**config.mk**
```make
export PLATFORM = sky130hd
export DESIGN_NAME = byte_bit_alu_ops
export DESIGN_NICKNAME = d
export VERILOG_FILES = /design/src/alu_ops_pkg.sv /design/src/byte_bit_alu_ops.sv
export SDC_FILE = /design/constraint.sdc
export NUM_CORES = 1
export LEC_CHECK = 0
export BUFFER_PORTS_ARGS = -buffer_cell sky130_fd_sc_hd__buf_2
export CORE_UTILIZATION = 30
export DETAILED_ROUTE_END_ITERATION = 6
export GPL_TIMING_DRIVEN = 0
export PLACE_DENSITY_LB_ADDON = 0.3
export SLEW_MARGIN = 10
export SYNTH_ARGS = -nofsm -noshare
export SYNTH_HDL_FRONTEND = slang
export SYNTH_SLANG_ARGS = --single-unit
```
**constraint.sdc**
```tcl
create_clock -name clk_in -period 7.05 [get_ports clk_in]
set_input_delay 1.0575 -clock clk_in [delete_from_list [all_inputs] [get_ports clk_in]]
set_output_delay 1.0575 -clock clk_in [all_outputs]
set_load 0.1 [all_outputs]
```
**src/alu_ops_pkg.sv**
```systemverilog
// constants and types for the byte and bit instruction datapath
package alu_ops_pkg;
   localparam int DATA_W = 8;
   localparam int ADDR_W = 7;
   localparam int BIT_W  = 3;
   localparam int NIB_W  = 4;
   localparam logic [DATA_W-1:0] ZERO_BYTE = 8'h00;
   localparam logic [DATA_W-1:0] ACC_RESET = 8'h00;
   localparam logic              DEST_ACC  = 1'h0;
   localparam logic              DEST_REG  = 1'h1;
   localparam logic [ADDR_W-1:0] TIMER_ZERO_ADDR = 7'h01;

   typedef enum logic [7:0] {
      OP_NONE              = 8'h00,
      OP_ADD_LITERAL_ACC   = 8'h01,
      OP_ADD_ACC_REG       = 8'h02,
      OP_AND_LITERAL_ACC   = 8'h03,
      OP_AND_ACC_REG       = 8'h04,
      OP_CLEAR_REG_BIT     = 8'h05,
      OP_SET_REG_BIT       = 8'h06,
      OP_TEST_SKIP_ONE     = 8'h07,
      OP_TEST_SKIP_ZERO    = 8'h08
   } op_t;

   typedef enum logic [1:0] {
      ST_RUN  = 2'h1,
      ST_SKIP = 2'h2
   } state_t;
endpackage

```
**src/byte_bit_alu_ops.sv**
```systemverilog
// execution datapath for add, and, bit set/clear and bit-test-skip
`timescale 1ns/1ps
module byte_bit_alu_ops #(
   parameter int DATA_W = alu_ops_pkg::DATA_W,
   parameter int ADDR_W = alu_ops_pkg::ADDR_W
) (
   input  wire logic              clk_in,           // core clock, 200 MHz
   input  wire logic              rst_n_in,         // async reset, active low
   input  wire logic              cycle_en_in,      // one-cycle instruction cycle enable
   input  wire logic              issue_in,         // instruction valid this cycle
   input  wire alu_ops_pkg::op_t  op_in,            // decoded operation
   input  wire logic [DATA_W-1:0] literal_in,       // 8-bit literal
   input  wire logic [ADDR_W-1:0] reg_addr_in,      // file register address
   input  wire logic              dest_in,          // 0 accumulator, 1 register
   input  wire logic [2:0]        bit_sel_in,       // bit position
   input  wire logic [DATA_W-1:0] reg_rdata_in,     // file register contents
   input  wire logic              reg_is_port_in,   // addressed register is a port
   input  wire logic [DATA_W-1:0] pin_value_in,     // sensed pin levels of that port
   input  wire logic              psc_on_timer_in,  // prescaler assigned to timer zero
   output logic [DATA_W-1:0]      acc_out,          // accumulator
   output logic                   carry_out,        // carry flag
   output logic                   nibble_overflow_flag_out, // digit carry flag
   output logic                   zero_out,         // zero flag
   output logic                   reg_we_out,       // file register write strobe
   output logic [ADDR_W-1:0]      reg_waddr_out,    // file register write address
   output logic [DATA_W-1:0]      reg_wdata_out,    // file register write data
   output logic                   prescaler_clr_out,// clear timer zero prescaler
   output logic                   discard_out,      // current slot is a forced no-op
   output logic                   busy_out          // instruction accepted this cycle
);
   alu_ops_pkg::state_t state;
   alu_ops_pkg::state_t next_state;

   wire take = cycle_en_in && issue_in && (state == alu_ops_pkg::ST_RUN);
   logic [DATA_W-1:0] pin_meta;
   logic [DATA_W-1:0] pin_sync;

   // pins are asynchronous: two flops before anything reads them,
   // so a port operand lags the pads by two clocks
   always_ff @(posedge clk_in or negedge rst_n_in) begin
      if (!rst_n_in) begin
         pin_meta <= alu_ops_pkg::ZERO_BYTE;
         pin_sync <= alu_ops_pkg::ZERO_BYTE;
      end else begin
         pin_meta <= pin_value_in;
         pin_sync <= pin_meta;
      end
   end

   // self-modify of a port reads the pins, not the latch
   wire [DATA_W-1:0] src = reg_is_port_in ? pin_sync : reg_rdata_in;
   wire is_add_l = op_in == alu_ops_pkg::OP_ADD_LITERAL_ACC;
   wire is_add_r = op_in == alu_ops_pkg::OP_ADD_ACC_REG;
   wire is_and_l = op_in == alu_ops_pkg::OP_AND_LITERAL_ACC;
   wire is_and_r = op_in == alu_ops_pkg::OP_AND_ACC_REG;
   wire is_clr   = op_in == alu_ops_pkg::OP_CLEAR_REG_BIT;
   wire is_set   = op_in == alu_ops_pkg::OP_SET_REG_BIT;
   wire is_t1    = op_in == alu_ops_pkg::OP_TEST_SKIP_ONE;
   wire is_t0    = op_in == alu_ops_pkg::OP_TEST_SKIP_ZERO;
   wire [DATA_W-1:0] add_b = is_add_l ? literal_in : src;
   wire [DATA_W:0] sum = {1'b0, acc_out} + {1'b0, add_b};
   wire [alu_ops_pkg::NIB_W:0] nib_sum = {1'b0, acc_out[alu_ops_pkg::NIB_W-1:0]}
                                        + {1'b0, add_b[alu_ops_pkg::NIB_W-1:0]};
   wire [DATA_W-1:0] and_res = acc_out & (is_and_l ? literal_in : src);
   wire [DATA_W-1:0] mask = DATA_W'(1) << bit_sel_in;
   wire [DATA_W-1:0] bit_res = is_set ? (src | mask) : (src & ~mask);
   wire tested = src[bit_sel_in];
   wire do_skip = (is_t1 && tested) || (is_t0 && !tested);
   wire is_add = is_add_l || is_add_r;
   wire is_and = is_and_l || is_and_r;
   wire [DATA_W-1:0] result = is_add ? sum[DATA_W-1:0] : (is_and ? and_res : bit_res);
   wire to_acc = is_add_l || is_and_l || ((is_add_r || is_and_r) && dest_in == alu_ops_pkg::DEST_ACC);
   wire to_reg = ((is_add_r || is_and_r) && dest_in == alu_ops_pkg::DEST_REG) || is_clr || is_set;
   wire res_zero = result == alu_ops_pkg::ZERO_BYTE;

   always_comb begin
      next_state = state;
      unique case (state)
         alu_ops_pkg::ST_RUN:  if (take && do_skip) next_state = alu_ops_pkg::ST_SKIP;
         alu_ops_pkg::ST_SKIP: if (cycle_en_in) next_state = alu_ops_pkg::ST_RUN;
         default:              next_state = alu_ops_pkg::ST_RUN;
      endcase
   end

   always_ff @(posedge clk_in or negedge rst_n_in) begin
      if (!rst_n_in) state <= alu_ops_pkg::ST_RUN;
      else state <= next_state;
   end

   always_ff @(posedge clk_in or negedge rst_n_in) begin
      if (!rst_n_in) begin
         acc_out <= alu_ops_pkg::ACC_RESET;
         carry_out <= 1'b0;
         nibble_overflow_flag_out <= 1'b0;
         zero_out <= 1'b0;
      end else if (take) begin
         if (to_acc) acc_out <= result;
         if (is_add) begin
            carry_out <= sum[DATA_W];
            nibble_overflow_flag_out <= nib_sum[alu_ops_pkg::NIB_W];
         end
         if (is_add || is_and) zero_out <= res_zero;
      end
   end

   always_ff @(posedge clk_in or negedge rst_n_in) begin
      if (!rst_n_in) begin
         reg_we_out <= 1'b0;
         reg_waddr_out <= '0;
         reg_wdata_out <= alu_ops_pkg::ZERO_BYTE;
         prescaler_clr_out <= 1'b0;
      end else begin
         reg_we_out <= take && to_reg;
         // timer zero written by a byte or bit op drops the prescaler when it is assigned to timer zero
         prescaler_clr_out <= take && to_reg && psc_on_timer_in
                              && reg_addr_in == alu_ops_pkg::TIMER_ZERO_ADDR;
         if (take && to_reg) begin
            reg_waddr_out <= reg_addr_in;
            reg_wdata_out <= result;
         end
      end
   end

   assign discard_out = state == alu_ops_pkg::ST_SKIP;
   assign busy_out = take;
endmodule

```
# After elaboration in Yosys (flattened, before gate mapping)
# Index checks and enable logic that the tools add are counted.
# classes
shift	1
addsub	2
n_eq_ne	13
n_mux	11
n_lt_le_gt_ge	1
reduce_logical	25
bitwise_logic	5
# op_table
op	count
2-to-1 mux 8 bit	6
equality test 8 x 3 -> 1 bit (second input constant)	4
AND 8 bit	2
equality test 8 x 2 -> 1 bit (second input constant)	2
logical AND 1 bit	10
adder 8 x 8 -> 9 bit	1
logical OR 1 bit	9
equality test 8 x 1 -> 1 bit (second input constant)	1
equality test 8 x 4 -> 1 bit (second input constant)	1
zero test 8 bit	1
inverter 8 bit	1
bitwise OR 8 bit	1
AND reduction 2 bit	4
<< shifter 1 x 3 -> 8 bit (first input constant)	1
equality test 7 x 1 -> 1 bit (second input constant)	1
adder 4 x 4 -> 5 bit	1
< comparator 3 x 4 -> 1 bit (second input constant)	1
2-to-1 mux 2 bit	2
one-hot mux 2 bit (2 select lines)	1
binary-select mux 1 bit (select 3 bit)	1
equality test 2 x 1 -> 1 bit (second input constant)	1
equality test 2 bit (second input constant)	1
inequality test 2 x 1 -> 1 bit (second input constant)	1
inequality test 2 bit (second input constant)	1
3 further kinds	3
# totals
input_bits	49
wordCells	69
out_inout_bits	30
register_bits	46

# Logic depth before layout (Yosys ltp)
# Gate-level depths: netlist (run 1).
# logic_depth
word_depth	9
mapped_depth	16
depth_no_buf	15

# Worst setup path after synthesis (run 1)
# No wires, ideal clock.
# synth_timing
path_type	input to register
start	input port op_in[5]
end	register zero_out
path_buffers	1
setup_time_ns	0.076
setup_slack_ns	2.466
t_arrival_ns	4.508
required_time_ns	6.974
cell_stages	16
cell_sequence	or4_4 buf_6 nor3_1 nand2_1 nor2_1 mux2_2 ha_1 inv_1 fa_1 nand2b_1 a21oi_1 a31oi_1 xnor2_1 a211oi_2 nand3_1 o21ai_1
# synth_between
elab_chain_len	6
elab_cells_between_ends	17
classes_between	add/sub: 1; eq/ne: 5; mux: 5; bitwise: 1; reduce/logical: 5
# synth_lines
item	line_no	rtl
start, declared	byte_bit_alu_ops.sv:11	input wire alu_ops_pkg::op_t op_in,
parallel branches: the longest is 6 deep, another holds adder 8 x 8 -> 9 bit	--	
end signal, assigned	byte_bit_alu_ops.sv:102	if (is_add || is_and) zero_out <= res_zero;
end, declared	byte_bit_alu_ops.sv:23	output logic zero_out,
# Several ways; the timed one is not identified.
# A chain may end at the register's enable or synchronous reset.

# Final worst setup path (run 1)
# Same ends and word-level chain as after synthesis.

==> impl_metrics.ini, run 1 <==
[run_status]
status = finished clean

[grt]
grt_use_total_pct = 16.1
grt_max_degree = 47
grt_pass1_vias = 2248
antenna_found_initial = 0
grt_pass1_wl_microns = 11000
grt_overflow = 0

[die]
dieArea_sq_mm = 0.00916
dieWidth_microns = 95.7
core_sq_mm = 0.00834
die_h_microns = 95.7
rows = 33
start_util_pct = 31.6
pin_count = 79

[sta]
max_freq_mhz = 196
worst_pin_slew_ns = 1.01
fin_crit_sh_pct = 72.4
min_period_ns = 5.10
rsz0062_at_grt = false
finClkSkew_ns = 0.00678
slew_violations = 0
setup_viol = 0
hold_viol = 0
slew_headroom_pct = 32.3
finalSetupTns_ns = 0

[clocking]
cts_sinks = 46
cts_max_path_buffers = 2
cts-root-buf = clkbuf_8
hold_buffers = 0
cts_buffers = 5
h-tree-depth = 2
cts_tree = done
post_cts_buffers = 0
clk_latency_ns = 0.30
clk_pin_slew_ns = 0.09
cts_resized = 0

[layout]
area_growth_pct = 24.6
drive_above_1_share_pct = 35.4
finalInstanceArea_sq_mm = 0.00328
final_common_cell = buf_2
nNetsFinal = 399
mostFrequentLayoutCells = 75 x buf_2, 45 x dfrtp_1, 34 x nand2_1
antenna_cells = 0
stdcell_count = 447

[setup_path]
crit_arrival_ns = 5.33
worstRegToRegCells = 10
worstPathMaxFanout = 8
worstPathRequired_ns = 7.28
cp_cell_sequence = buf_2, or4_4, buf_6, nor3_1, nand2_1, nor2_1, mux2_2, ha_1, inv_1, fa_1, nand2b_1, a21oi_1, a31oi_1, xnor2_1, a211oi_2, nand3_1, o21ai_1
critPathSlowestCell = nor2_1
r2r_end = zero_out
r2r_start = pin_sync[3]
path_delay_family = simple AND/OR/NAND/NOR gates
worstSetupPathType = in -> reg
worst-r2r-setup-slack_ns = 4.25
start_kind = primary input
critPathMaxStageDelay_ns = 0.59
path_buf_inv = 3
cp-end-kind = flop

[place]
hpwl_microns = 5370
gp_congestion = 0.852
io_buffers = 75
placed_area_sq_mm = 0.00314
placed_cells = 439

[routing]
postRouteAntennaNets = 0
vias = 2277
vias_per_cell = 5.09
first_pass_iters = 4
routed_wl_microns = 6950
drc = 0
wl_per_cell_microns = 15.6
drtIter0Drc = 70

[min_path]
hold_depth = 0
hold_start = pin_meta[2]
whs_endpoint = pin_sync[2]
hp-class = reg -> reg

[logic_synthesis]
syn_nets = 317
synth_edf_count = 0
syn_area_sq_mm = 0.00264
yosys_warnings = 0
syn_inst = 259
yosysSeqAreaShare_pct = 43.7
ys_async_sr_fraction_pct = 100
avgSynthCellArea_sq_um = 10.2
synth_seq_cells = 46
synthFlopType = dfrtp_1
synthDistinctLibCells = 48

[power_and_ir_drop]
peakVddDrop_mv = 0.0984
p_leak_nw = 1.62
power.total_mw = 0.721
power_density_mw_per_mm2 = 219

[run]
max_cap_violations = 0
## stage by stage
| step | hold slack [ns] | setup slack, ns | utilization [%] |
|---|---|---|---|
| final | 0.352 | 1.95 | 39.4 |
| after global routing | 0.356 | 1.64 | 39.4 |
| after CTS | 0.354 | 1.93 | 39.4 |
| after detailed placement | 0.335 | 1.62 | 37.7 |
| after global placement | 0.333 | 1.68 | 37.7 |
| after floorplan | 0.331 | 2.47 | - |
## cell families after synthesis
| family | Yosys count | synth area share, % |
|---|---|---|
| multiplexers | 36 | 16.1 |
| buffers and inverters | 21 | 3.56 |
| AO/OA/AOI/OAI | 54 | 12.9 |
| XOR/XNOR | 7 | 2.33 |
| AND/OR/NAND/NOR | 86 | 16.8 |
| flip-flops | 46 | 43.7 |
| adder cells (fa/ha/maj) | 9 | 4.56 |
## worst register-to-register path, stage by stage (launching register included)
cell     delay (ns)
dfrtp_1        0.37
mux2_2         0.32
mux2_2         0.28
ha_1           0.33
and3_1         0.19
a22o_1         0.25
o41ai_1        0.36
xnor2_1        0.14
a21oi_1        0.26
nand3_1        0.11
o21ai_1        0.14
## state kept, by name, indices dropped and copies added, names as in the netlist
register and flops:
acc_out 8, carry_out 1, nibble_overflow_flag_out 1, pin_meta 8
pin_sync 8, prescaler_clr_out 1, reg_waddr_out 7, reg_wdata_out 8
reg_we_out 1, state 2, zero_out 1
## power breakdown
| group | leakage (nW) | switching [mW] | internal [mW] | total, mW |
|---|---|---|---|---|
| Clock | 0.0714 | 0.0874 | 0.151 | 0.239 |
| Sequential | 0.596 | 0.00912 | 0.278 | 0.288 |
| Combinational | 0.954 | 0.140 | 0.0544 | 0.194 |
| Total | 1.62 | 0.237 | 0.484 | 0.721 |
## synthesized netlist by cell type, types with 3 or more instances
| master | number | area share (%) |
|---|---|---|
| ha_1 | 8 | 3.8 |
| a21oi_1 | 9 | 1.7 |
| nor4b_1 | 3 | 1.0 |
| o32ai_1 | 3 | 1.0 |
| inv_1 | 10 | 1.4 |
| nand2_1 | 34 | 4.8 |
| nor2_1 | 14 | 2.0 |
| nand3_1 | 5 | 0.95 |
| a31oi_1 | 3 | 0.71 |
| xnor2_1 | 6 | 2.0 |
| mux2_2 | 26 | 11 |
| o21ai_0 | 22 | 4.2 |
| nor3_1 | 5 | 0.95 |
| a21o_1 | 3 | 0.85 |
| nand2b_1 | 4 | 0.95 |
| mux2i_1 | 6 | 2.3 |
| nor4_1 | 3 | 0.71 |
| clkbuf_1 | 9 | 1.3 |
| dfrtp_1 | 45 | 43 |
| and3_1 | 5 | 1.2 |
## per-layer routing
metal | wire length (microns) | up-vias | track usage, %
met3 | 489 | 8 | 4.03
met4 | 113 | 0 | 5.85
met1 | 3210 | 1094 | 21.1
li1 | - | 1096 | -
met5 | 0 | - | 0
met2 | 3140 | 79 | 25.7
## how the worst max path moves through the flow
stage,startpoint,end,cells after the start,slack (ns)
floorplan,op_in[5],zero_out,16,2.47
global placement,op_in[5],zero_out,17,1.68
detailed placement,op_in[5],zero_out,17,1.62
CTS,op_in[5],zero_out,17,1.93
global route,op_in[5],zero_out,17,1.64
finish,op_in[5],zero_out,17,1.95
## area by class of cell
class | instances | area (sq um)
inverter | 10 | 37.5
tap | 105 | 131
sequential | 46 | 1150
clock inverter | 2 | 60.1
fill | 866 | 5060
clock buffer | 6 | 82.6
buffer | 11 | 56.3
timing repair buffer | 75 | 375
multi-input combinational | 192 | 1390
Note: power is estimated with default switching activity, not from simulation.
==> run 2: changes to the inputs <==
==> constraint.sdc (replaced) <==
create_clock -name clk_in -period 4.5 [get_ports clk_in]
set_input_delay 0.675 -clock clk_in [delete_from_list [all_inputs] [get_ports clk_in]]
set_output_delay 0.675 -clock clk_in [all_outputs]
set_load 0.1 [all_outputs]
==> run 2 against run 1 <==
  * Routed wire length barely moved
  * Design area rose by 0.38%
  * Sequential cell count did not move
  * Sequential share of layout area fell by 0.13 points
  * Critical path type unchanged
  * Largest cell class unchanged
==> impl_metrics.ini, run 2 (synthesis gave the netlist of run 1 again) <==
[run_status]
status = finished clean

[grt]
grt_max_degree = 47
grt_pass1_wl_microns = 11000
grt_pass1_vias = 2250
antenna_found_initial = 0
grt_overflow = 0
grt_use_total_pct = 16.1

[clocking]
cts_max_path_buffers = 2
cts-root-buf = clkbuf_8
cts_tree = done
cts_buffers = 5
cts_sinks = 46
h-tree-depth = 2
clk_pin_slew_ns = 0.09
clk_latency_ns = 0.29

[layout]
antenna_cells = 0
final_common_cell = buf_2
finalInstanceArea_sq_mm = 0.00330
drive_above_1_share_pct = 36.0
mostFrequentLayoutCells = 75 x buf_2, 45 x dfrtp_1, 34 x nand2_1
nNetsFinal = 399
fin_util_pct = 39.5
area_growth_pct = 25.1

[min_path]
hold_depth = 0
hp-class = reg -> reg
hold_start = pin_meta[2]
whs_endpoint = pin_sync[2]

[die]
pin_count = 79
dieWidth_microns = 95.7
core_sq_mm = 0.00834
start_util_pct = 31.6
rows = 33
dieArea_sq_mm = 0.00916
die_h_microns = 95.7

[routing]
vias = 2300
vias_per_cell = 5.15
routed_wl_microns = 6950
drc = 0
drtIter0Drc = 78
first_pass_iters = 4
wl_per_cell_microns = 15.5
postRouteAntennaNets = 0

[sta]
setup_slack_ns = 0.329
setup_viol = 0
slew_violations = 0
finClkSkew_ns = 0.00698
min_period_ns = 4.17
finalSetupTns_ns = 0
whs_ns = 0.352
fin_crit_sh_pct = 92.7
max_freq_mhz = 240
worst_pin_slew_ns = 1.03
slew_headroom_pct = 30.5
rsz0062_at_grt = false
hold_viol = 0

[setup_path]
worstSetupPathType = in -> reg
cp_cell_sequence = buf_2, or4_4, buf_6, nor3_2, nand2_1, nor2_4, mux2_2, ha_1, inv_1, fa_1, nand2b_1, a21oi_1, a31oi_1, xnor2_1, a211oi_2, nand3_1, o21ai_1
worst-r2r-setup-slack_ns = 1.71
worstPathMaxFanout = 8
path_delay_family = simple AND/OR/NAND/NOR gates
critPathSlowestCell = or4_4
worstRegToRegCells = 10
r2r_start = pin_sync[3]
r2r_end = zero_out
worstPathRequired_ns = 4.73
path_buf_inv = 3
critPathMaxStageDelay_ns = 0.52
start_kind = primary input
crit_arrival_ns = 4.40
cp-end-kind = flop

[run]
max_cap_violations = 0

[place]
gp_congestion = 0.852
hpwl_microns = 5370
dp_slack_ns = -0.543
placed_area_sq_mm = 0.00314
io_buffers = 75

[power_and_ir_drop]
power_density_mw_per_mm2 = 342
p_leak_nw = 1.62
peakVddDrop_mv = 0.154
-- run 2: power breakdown --
part	switching [mW]	internal, mW
clock network	0.136	0.237
registers	0.0143	0.436
logic	0.219	0.0853
total	0.370	0.758
-- run 2: cell type report --
class                           count  area (sq um)
Multi-Input combinational cell    192          1400
Sequential cell                    46          1150
Buffer                             11          56.3
Clock inverter                      2          60.1
Timing Repair Buffer               75           375
Fill cell                         866          5040
Tap cell                          105           131
Inverter                           10          37.5
Clock buffer                        6          82.6
-- run 2: how the worst max path moves through the flow --
stage	start	to	slack [ns]	cells after the start
after floorplan	op_in[5]	zero_out	0.30	16
after global placement	op_in[5]	zero_out	-0.49	17
after detailed placement	op_in[5]	zero_out	-0.54	17
after CTS	op_in[5]	zero_out	0.22	17
after global routing	op_in[5]	zero_out	0.11	17
final	op_in[5]	zero_out	0.33	17
-- run 2: metrics by stage --
stage,instances,total power [mW]
global route,447,1.18
CTS,447,1.14
global placement,439,0.760
finish,447,1.13
detailed placement,439,0.763
floorplan,259,0.684
-- run 2: worst register-to-register path: cells and delay by family (launching register included) --
kind,cells,cell delay [ns]
xor+xnor,1,0.14
fa+ha+maj,1,0.33
compound gates,4,1.01
flops,1,0.37
mux,2,0.60
simple gates,2,0.29
-- run 2: timing repair --
item	4_1_cts	5_1_grt
hold buffers	0	0
setup endpoints to repair	7	1
buffers inserted	0	0
gates resized for setup	2	1
-- run 2: routing by layer --
| metal | global-route usage [%] | vias to the layer above | part of all wire (%) |
|---|---|---|---|
| met2 | 25.7 | 84 | 45 |
| met3 | 4.03 | 8 | 7.2 |
| met1 | 21.1 | 1112 | 46 |
| li1 | - | 1096 | - |
| met4 | 5.85 | 0 | 1.6 |
| met5 | 0 | - | 0 |
